File: src/design/tcc_pkg.sv
// Constants for the timer compare/capture channel.
// Assumes a 32-bit APB master and word-indexed register addresses.
package tcc_pkg;

   // ----------------------------------------------------------------
   // Register indices (byte address is four times the index)
   // ----------------------------------------------------------------
   localparam logic [15:0] IDX_COUNTER_VALUE = 16'h5422;
   localparam logic [15:0] IDX_CAPTURE_CONTROL = 16'h5424;
   localparam logic [15:0] IDX_MATCH_CAPTURE_A = 16'h5426;
   localparam logic [15:0] IDX_MATCH_B = 16'h5428;
   localparam logic [15:0] IDX_INTERRUPT_ENABLES = 16'h542A;
   localparam logic [15:0] IDX_INTERRUPT_FLAGS = 16'h542C;
   localparam int WORD_SHIFT = 2;

   // ----------------------------------------------------------------
   // Capture control field positions
   // ----------------------------------------------------------------
   localparam int CTL_EDGE_LSB = 6;
   localparam int CTL_WAVE_LSB = 4;
   localparam int CTL_POL_BIT = 1;
   localparam int CTL_FUNC_BIT = 0;

   // ----------------------------------------------------------------
   // Interrupt flag and enable bit positions (same layout)
   // ----------------------------------------------------------------
   localparam int IRQ_OVR_BIT = 4;
   localparam int IRQ_CAP_BIT = 2;
   localparam int IRQ_MB_BIT = 1;
   localparam int IRQ_MA_BIT = 0;
   localparam logic [15:0] IRQ_MASK = 16'h0017;

   // ----------------------------------------------------------------
   // Encodings and reset values
   // ----------------------------------------------------------------
   localparam logic [1:0] EDGE_NONE = 2'h0;
   localparam logic [1:0] EDGE_RISE = 2'h1;
   localparam logic [1:0] EDGE_FALL = 2'h2;
   localparam logic [1:0] EDGE_BOTH = 2'h3;
   localparam logic [1:0] WAVE_OFF = 2'h0;
   localparam logic [1:0] WAVE_SET_A_CLR_B = 2'h1;
   localparam logic [1:0] WAVE_TOGGLE_A = 2'h2;
   localparam logic [1:0] WAVE_TOGGLE_B = 2'h3;
   localparam logic FUNC_COMPARE = 1'h0;
   localparam logic FUNC_CAPTURE = 1'h1;
   localparam logic [15:0] RESET_WORD = 16'h0000;
   localparam logic [15:0] COUNT_MAX = 16'hFFFF;
   localparam logic [15:0] COUNT_STEP = 16'h0001;

endpackage

File: src/design/tcc_channel.sv
// Timer compare/capture channel with APB register access.
// Assumes count_tick and capture_a_in are synchronous to clock.
//
// Function
// - Counter value readable, read-only, wraps from 0xFFFF to zero.
// - Capture A edge select, control bits 7:6, read-write, reset zero.
// - Output A waveform select, control bits 5:4, read-write, reset zero.
// - Control bit 1 inverts output A polarity, reset zero.
// - Control bit 0 picks compare or capture use of register A.
// - Sixteen-bit A register, read-write, reset zero, compare or captured.
// - Sixteen-bit B compare register, read-write, reset zero.
// - Interrupt enables for capture overwrite, capture, match B and match A, reset zero.
// - Flag bit 4 sets on capture overwrite, cleared by writing one.
// - Flag bit 2 sets on capture A, cleared by writing one or by reset.
// - Flag bit 1 sets on compare B match, cleared by writing one.
// - Flag bit 0 sets on compare A match, reset zero.
// - Reserved bits read zero; writes to them are discarded.
`timescale 1ns/10ps

module tcc_channel #(
   parameter int ADDR_W = 18,
   parameter int CNT_W = 16
) (
   // Clock and reset
   input wire logic clock,
   input wire logic reset,
   // APB slave
   input wire logic psel,
   input wire logic penable,
   input wire logic pwrite,
   input wire logic [ADDR_W-1:0] paddr,
   input wire logic [31:0] pwdata,
   output logic [31:0] prdata,
   output logic pready,
   output logic pslverr,
   // Timer side
   input wire logic count_tick,
   input wire logic capture_a_in,
   output logic timer_output_a,
   output logic irq
);

   // ----------------------------------------------------------------
   // State
   // ----------------------------------------------------------------
   typedef struct packed {
      logic [CNT_W-1:0] count_value;
      logic [1:0] capture_a_edge_sel;
      logic [1:0] out_a_wave_sel;
      logic out_a_polarity;
      logic reg_a_function_sel;
      logic [CNT_W-1:0] match_capture_a_word;
      logic [CNT_W-1:0] match_b_word;
      logic cap_a_overrun_irq_en;
      logic cap_a_irq_en;
      logic match_b_irq_en;
      logic match_a_irq_en;
      logic cap_a_overrun_flag;
      logic cap_a_flag;
      logic match_b_flag;
      logic match_a_flag;
      logic wave_level;
      logic capture_prev;
      logic [15:0] read_word;
   } tcc_state_t;

   tcc_state_t state_q;
   tcc_state_t state_d;

   logic setup_phase;
   logic access_phase;
   logic [15:0] reg_index;
   logic hit_count;
   logic hit_ctl;
   logic hit_a;
   logic hit_b;
   logic hit_en;
   logic hit_flags;
   logic mapped;
   logic wr_ctl;
   logic wr_a;
   logic wr_b;
   logic wr_en;
   logic wr_flags;
   logic [15:0] wdata16;
   logic [CNT_W-1:0] count_next;
   logic rise_edge;
   logic fall_edge;
   logic capture_event;
   logic match_a_event;
   logic match_b_event;
   logic [15:0] flags_word;
   logic [15:0] enables_word;

   // ----------------------------------------------------------------
   // APB decode
   // ----------------------------------------------------------------

   // Phases and word index from the byte address
   assign setup_phase = psel && !penable;
   assign access_phase = psel && penable;
   assign reg_index = 16'(paddr >> tcc_pkg::WORD_SHIFT);
   assign wdata16 = pwdata[15:0];

   // Register hits
   assign hit_count = (reg_index == tcc_pkg::IDX_COUNTER_VALUE);
   assign hit_ctl = (reg_index == tcc_pkg::IDX_CAPTURE_CONTROL);
   assign hit_a = (reg_index == tcc_pkg::IDX_MATCH_CAPTURE_A);
   assign hit_b = (reg_index == tcc_pkg::IDX_MATCH_B);
   assign hit_en = (reg_index == tcc_pkg::IDX_INTERRUPT_ENABLES);
   assign hit_flags = (reg_index == tcc_pkg::IDX_INTERRUPT_FLAGS);
   assign mapped = hit_count || hit_ctl || hit_a || hit_b || hit_en
                   || hit_flags;

   // Writes take effect at the completing access edge
   assign wr_ctl = access_phase && pwrite && hit_ctl;
   assign wr_a = access_phase && pwrite && hit_a;
   assign wr_b = access_phase && pwrite && hit_b;
   assign wr_en = access_phase && pwrite && hit_en;
   assign wr_flags = access_phase && pwrite && hit_flags;

   // Zero wait states; unmapped accesses answer with an error
   assign pready = access_phase;
   assign pslverr = access_phase && !mapped;
   assign prdata = {16'h0000, state_q.read_word};

   // ----------------------------------------------------------------
   // Timer events
   // ----------------------------------------------------------------

   // Next count, wrapping past the top
   assign count_next = (state_q.count_value == tcc_pkg::COUNT_MAX) ?
                       tcc_pkg::RESET_WORD :
                       state_q.count_value + tcc_pkg::COUNT_STEP;

   // Edges of the capture input
   assign rise_edge = capture_a_in && !state_q.capture_prev;
   assign fall_edge = !capture_a_in && state_q.capture_prev;

   // Capture only in capture function with a selected edge
   always_comb
   begin
      capture_event = 1'b0;
      if (state_q.reg_a_function_sel == tcc_pkg::FUNC_CAPTURE)
      begin
         case (state_q.capture_a_edge_sel)
            tcc_pkg::EDGE_NONE: capture_event = 1'b0;
            tcc_pkg::EDGE_RISE: capture_event = rise_edge;
            tcc_pkg::EDGE_FALL: capture_event = fall_edge;
            tcc_pkg::EDGE_BOTH: capture_event = rise_edge || fall_edge;
            default: capture_event = 1'b0;
         endcase
      end
   end

   // Matches when the counter steps onto a compare value
   assign match_a_event = count_tick
                          && (state_q.reg_a_function_sel
                              == tcc_pkg::FUNC_COMPARE)
                          && (count_next
                              == state_q.match_capture_a_word);
   assign match_b_event = count_tick
                          && (count_next == state_q.match_b_word);

   // Packed flag and enable words, reserved bits zero
   always_comb
   begin
      flags_word = 16'h0000;
      flags_word[tcc_pkg::IRQ_OVR_BIT] = state_q.cap_a_overrun_flag;
      flags_word[tcc_pkg::IRQ_CAP_BIT] = state_q.cap_a_flag;
      flags_word[tcc_pkg::IRQ_MB_BIT] = state_q.match_b_flag;
      flags_word[tcc_pkg::IRQ_MA_BIT] = state_q.match_a_flag;
      enables_word = 16'h0000;
      enables_word[tcc_pkg::IRQ_OVR_BIT] = state_q.cap_a_overrun_irq_en;
      enables_word[tcc_pkg::IRQ_CAP_BIT] = state_q.cap_a_irq_en;
      enables_word[tcc_pkg::IRQ_MB_BIT] = state_q.match_b_irq_en;
      enables_word[tcc_pkg::IRQ_MA_BIT] = state_q.match_a_irq_en;
   end

   // ----------------------------------------------------------------
   // Next state
   // ----------------------------------------------------------------
   always_comb
   begin
      state_d = state_q;
      state_d.capture_prev = capture_a_in;

      // Counter advance
      if (count_tick)
      begin
         state_d.count_value = count_next;
      end

      // Control register, reserved bits dropped
      if (wr_ctl)
      begin
         state_d.capture_a_edge_sel =
            wdata16[tcc_pkg::CTL_EDGE_LSB +: 2];
         state_d.out_a_wave_sel =
            wdata16[tcc_pkg::CTL_WAVE_LSB +: 2];
         state_d.out_a_polarity = wdata16[tcc_pkg::CTL_POL_BIT];
         state_d.reg_a_function_sel =
            wdata16[tcc_pkg::CTL_FUNC_BIT];
      end

      // A register: software write, captured count wins
      if (wr_a)
      begin
         state_d.match_capture_a_word = wdata16[CNT_W-1:0];
      end
      if (capture_event)
      begin
         state_d.match_capture_a_word = state_q.count_value;
      end

      // B register
      if (wr_b)
      begin
         state_d.match_b_word = wdata16[CNT_W-1:0];
      end

      // Interrupt enables
      if (wr_en)
      begin
         state_d.cap_a_overrun_irq_en =
            wdata16[tcc_pkg::IRQ_OVR_BIT];
         state_d.cap_a_irq_en = wdata16[tcc_pkg::IRQ_CAP_BIT];
         state_d.match_b_irq_en = wdata16[tcc_pkg::IRQ_MB_BIT];
         state_d.match_a_irq_en = wdata16[tcc_pkg::IRQ_MA_BIT];
      end

      // Write one to clear; zero leaves a flag alone
      if (wr_flags)
      begin
         if (wdata16[tcc_pkg::IRQ_OVR_BIT])
         begin
            state_d.cap_a_overrun_flag = 1'b0;
         end
         if (wdata16[tcc_pkg::IRQ_CAP_BIT])
         begin
            state_d.cap_a_flag = 1'b0;
         end
         if (wdata16[tcc_pkg::IRQ_MB_BIT])
         begin
            state_d.match_b_flag = 1'b0;
         end
         if (wdata16[tcc_pkg::IRQ_MA_BIT])
         begin
            state_d.match_a_flag = 1'b0;
         end
      end

      // Events set flags after the clear, so a set wins
      if (capture_event && state_q.cap_a_flag)
      begin
         state_d.cap_a_overrun_flag = 1'b1;
      end
      if (capture_event)
      begin
         state_d.cap_a_flag = 1'b1;
      end
      if (match_b_event)
      begin
         state_d.match_b_flag = 1'b1;
      end
      if (match_a_event)
      begin
         state_d.match_a_flag = 1'b1;
      end

      // Output A waveform
      case (state_q.out_a_wave_sel)
         tcc_pkg::WAVE_OFF: state_d.wave_level = 1'b0;
         tcc_pkg::WAVE_SET_A_CLR_B:
         begin
            if (match_a_event)
            begin
               state_d.wave_level = 1'b1;
            end
            else if (match_b_event)
            begin
               state_d.wave_level = 1'b0;
            end
         end
         tcc_pkg::WAVE_TOGGLE_A:
         begin
            if (match_a_event)
            begin
               state_d.wave_level = !state_q.wave_level;
            end
         end
         tcc_pkg::WAVE_TOGGLE_B:
         begin
            if (match_b_event)
            begin
               state_d.wave_level = !state_q.wave_level;
            end
         end
         default: state_d.wave_level = 1'b0;
      endcase

      // Read data captured in the setup cycle
      if (setup_phase && !pwrite)
      begin
         if (hit_count)
         begin
            state_d.read_word = state_q.count_value;
         end
         else if (hit_ctl)
         begin
            state_d.read_word = 16'h0000;
            state_d.read_word[tcc_pkg::CTL_EDGE_LSB +: 2] =
               state_q.capture_a_edge_sel;
            state_d.read_word[tcc_pkg::CTL_WAVE_LSB +: 2] =
               state_q.out_a_wave_sel;
            state_d.read_word[tcc_pkg::CTL_POL_BIT] = state_q.out_a_polarity;
            state_d.read_word[tcc_pkg::CTL_FUNC_BIT] =
               state_q.reg_a_function_sel;
         end
         else if (hit_a)
         begin
            state_d.read_word = state_q.match_capture_a_word;
         end
         else if (hit_b)
         begin
            state_d.read_word = state_q.match_b_word;
         end
         else if (hit_en)
         begin
            state_d.read_word = enables_word & tcc_pkg::IRQ_MASK;
         end
         else if (hit_flags)
         begin
            state_d.read_word = flags_word & tcc_pkg::IRQ_MASK;
         end
         else
         begin
            state_d.read_word = 16'h0000;
         end
      end
   end

   // ----------------------------------------------------------------
   // State register
   // ----------------------------------------------------------------
   always_ff @(posedge clock or posedge reset)
   begin
      if (reset)
      begin
         state_q <= '0;
      end
      else
      begin
         state_q <= state_d;
      end
   end

   // ----------------------------------------------------------------
   // Outputs
   // ----------------------------------------------------------------

   // Polarity applied to the registered wave level
   assign timer_output_a = state_q.wave_level
                           ^ state_q.out_a_polarity;

   // Level interrupt from any enabled flag
   assign irq = |(flags_word & enables_word);

endmodule

File: config.mk
export PLATFORM = sky130hd
export DESIGN_NAME = tcc_channel
export DESIGN_NICKNAME = d
export VERILOG_FILES = /design/src/design/tcc_pkg.sv /design/src/design/tcc_channel.sv
export SDC_FILE = /design/constraint.sdc
export NUM_CORES = 1
export LEC_CHECK = 0
export BUFFER_PORTS_ARGS = -buffer_cell sky130_fd_sc_hd__buf_2
export CORE_MARGIN = 2
export CORE_UTILIZATION = 35
export CTS_BUF_LIST = sky130_fd_sc_hd__clkbuf_8
export DETAILED_ROUTE_END_ITERATION = 10
export RECOVER_POWER = 50
export SYNTH_ARGS = -nofsm -noshare
export SYNTH_HDL_FRONTEND = slang
export SYNTH_SLANG_ARGS = --single-unit
export TNS_END_PERCENT = 100
File: constraint.sdc
create_clock -name clock -period 6.41 [get_ports clock]
set_clock_uncertainty 0.1 [all_clocks]
set_input_delay 1.282 -clock clock [delete_from_list [all_inputs] [get_ports clock]]
set_output_delay 1.282 -clock clock [all_outputs]
set_load 0.005 [all_outputs]
==> impl_metrics.env <==
export IMPL_status="finished clean"
export IMPL_antenna_left=0
export IMPL_postSynth_asyncResetShare_pct=100.0
export IMPL_crit_type="in2reg"
export IMPL_synth_edff_count=0
export IMPL_via_per_inst=5.634
export IMPL_hold_viol_final=0
export IMPL_grt_overflow=0
export IMPL_diodes=0
export IMPL_yosys_warnings=0
export IMPL_die_area_um2=15730
export IMPL_synth_seq_cells=80
export IMPL_syn_inst=554
export IMPL_clock_sinks=80
export IMPL_yosysUniqueCellTypes=64
export IMPL_dp_cells=740
export IMPL_cts_tree="yes"
export IMPL_fin_crit_sh_pct=60.35
export IMPL_fp_dieH_um=125.4
export IMPL_pre_cts_slack_ns=2.203
export IMPL_die_w_um=125.4
export IMPL_ff_latch_area_um2=2002
export IMPL_endpoint_kind="flip-flop"
export IMPL_drc=0
export IMPL_h_tree_depth=3
export IMPL_areaGrowthSynthToFinish_pct=7.006
export IMPL_dr_total_vias=4254
export IMPL_timing_setup_tns_ns=0
export IMPL_hpwl_mm=9.836
export IMPL_drv_cap=0
export IMPL_cts_buffers=9
export IMPL_max_freq_ghz=0.2585
export IMPL_routed_wl_mm=13.59
export IMPL_clkLatencyLatePin_ns=0.37
export IMPL_drv_slew=0
export IMPL_final_common_cell="dfrtp_1"
export IMPL_coreArea_um2=14480
export IMPL_path_max_fanout=16
export IMPL_firstDrtPassIters=6
export IMPL_wl_per_cell_um=18.00
export IMPL_rows=44
export IMPL_synth_area_um2=5161
export IMPL_clock_root_buffer="clkbuf_8"
export IMPL_power_density_nw_per_um2=205.9
export IMPL_most_common_layout_cells="80 x dfrtp_1, 70 x nand2_1, 56 x buf_2"
export IMPL_cts_resized_gates=0
export IMPL_postCtsSetupBuffers=0
export IMPL_drive_gt1_share_pct=19.44
export IMPL_synth_ff_type="dfrtp_1"
export IMPL_initial_utilization_pct=35.65
export IMPL_slew_headroom_pct=28.41
export IMPL_start_kind="input pin"
export IMPL_antenna_found_initial=0
export IMPL_clk_path_buf_depth=2
export IMPL_path_clk_slew_ns=0.08
export IMPL_grt_max_degree=81
export IMPL_grt_pass1_vias=4064
export IMPL_setup_slack_ns=2.541
export IMPL_multiInputGateArea_um2=2725
export IMPL_port_buffers=58
export IMPL_drtIter0Drc=392
export IMPL_rsz0062_at_grt="no"
export IMPL_final_area_um2=5523
export IMPL_setup_viol=0
export IMPL_avgSynthCellArea_um2=9.316
export IMPL_min_period_ns=3.869
export IMPL_grtUsageTotal_pct=17.73
export IMPL_worstMarginPinSlew_ns=1.074
export IMPL_p_leak_nw=2.415
export IMPL_crit_arrival_ns=4.02
export IMPL_postPlaceCellArea_um2=5339
export IMPL_nets=627
export IMPL_nFillCells=1454
export IMPL_worstHoldPathType="reg2reg"
export IMPL_stdcell_count=755
export IMPL_ios=93
export IMPL_ir_worst_vdd_mv=0.09320
export IMPL_place_congestion=0.8491
export IMPL_grt_pass1_wl_mm=22.26
export IMPL_critPathRequiredTime_ns=6.56
export IMPL_ctsHoldBuffers=0
export IMPL_seq_area_frac_synth_pct=38.79
where the power goes:
group          total, mW  switching (mW)  internal [mW]
Combinational      0.194           0.115         0.0791
Sequential         0.578          0.0571          0.520
Clock              0.366           0.181          0.185
Total               1.14           0.353          0.784
synthesized netlist by cell type (all sizes together) (4+ instances only):
library cell / instances / area share, %
nor4: 8 / 1.4
a21oi: 11 / 1.1
xor2: 10 / 1.7
xnor2: 23 / 3.9
a22o: 9 / 1.5
and3: 8 / 0.97
clkbuf: 26 / 1.9
dfrtp: 80 / 39
nand2: 70 / 5.1
a222oi: 10 / 1.9
inv: 16 / 1.2
buf: 49 / 6.9
a221oi: 6 / 1.0
and2: 5 / 0.61
nand4: 11 / 1.9
a22oi: 5 / 0.73
nor4b: 4 / 0.68
nor3: 15 / 1.6
mux2: 25 / 5.5
nand3: 15 / 1.6
nor2: 17 / 1.2
o21ai: 53 / 5.1
mux2i: 23 / 4.5
or4: 6 / 0.95
state kept, by name (all words and copies together), names as in the netlist:
signal / cells
state_q: 56
flags_word: 4
enables_word: 4
prdata: 16
logic make-up after synthesis:
group                    count (synthesis)  share of synthesized area, %
AND/OR/NAND/NOR                        174                         18.21
AO/OA/AOI/OAI                          122                         15.90
buffers and inverters                   91                         9.915
flip-flops                              80                         38.79
multiplexers                            48                         9.915
XOR/XNOR                                35                         6.473
adder cells (fa/ha/maj)                  3                        0.7274
other                                    1                       0.07266
critical path: stages:
cell and delay (ns):
buf_2 0.10, nor4b_1 0.29, nand4_1 0.30, nor4_4 0.74, nand2_1 0.79, mux2_2 0.51
metrics by stage:
step / utilization [%] / power, mW / hold WS [ns]
2_1_floorplan: - / 0.7247 / 0.3510
3_3_place_gp: 36.87 / 0.7708 / 0.3567
3_5_place_dp: 36.87 / 0.7772 / 0.3688
4_1_cts: 38.16 / 1.148 / 0.3874
5_1_grt: 38.14 / 1.202 / 0.4037
6_report: 38.14 / 1.137 / 0.3782
layer usage:
layer	vias to the layer above	GRT usage, %	share of wire [%]
li1	1985	-	-
met1	2082	25.78	47
met2	165	25.85	44
met3	22	4.065	7.4
met4	0	6.144	1.8
met5	-	0	0
final cells by class:
| type | instances | share of cell area [%] |
|---|---|---|
| Sequential cell | 80 | 36.25 |
| Tap cell | 184 | 4.169 |
| Clock inverter | 5 | 0.8836 |
| Clock buffer | 10 | 2.492 |
| Multi-Input combinational cell | 398 | 49.34 |
| Timing Repair Buffer | 62 | 5.754 |
| Inverter | 16 | 1.110 |
final timing paths:
kind	startpoint	end	slack, ns	depth (start not counted)
max in group asynchronous	reset	state_q[31]	4.40	3
setup reg to reg	state_q[68]	state_q[17]	2.63	8
hold reg to reg	prdata[0]	prdata[0]	0.38	2
min in group asynchronous	reset	prdata[1]	1.15	3
hold / removal	prdata[0]	prdata[0]	0.38	2
setup / recovery	paddr[17]	state_q[31]	2.54	6
No activity file was read; power rests on OpenSTA's default activity.
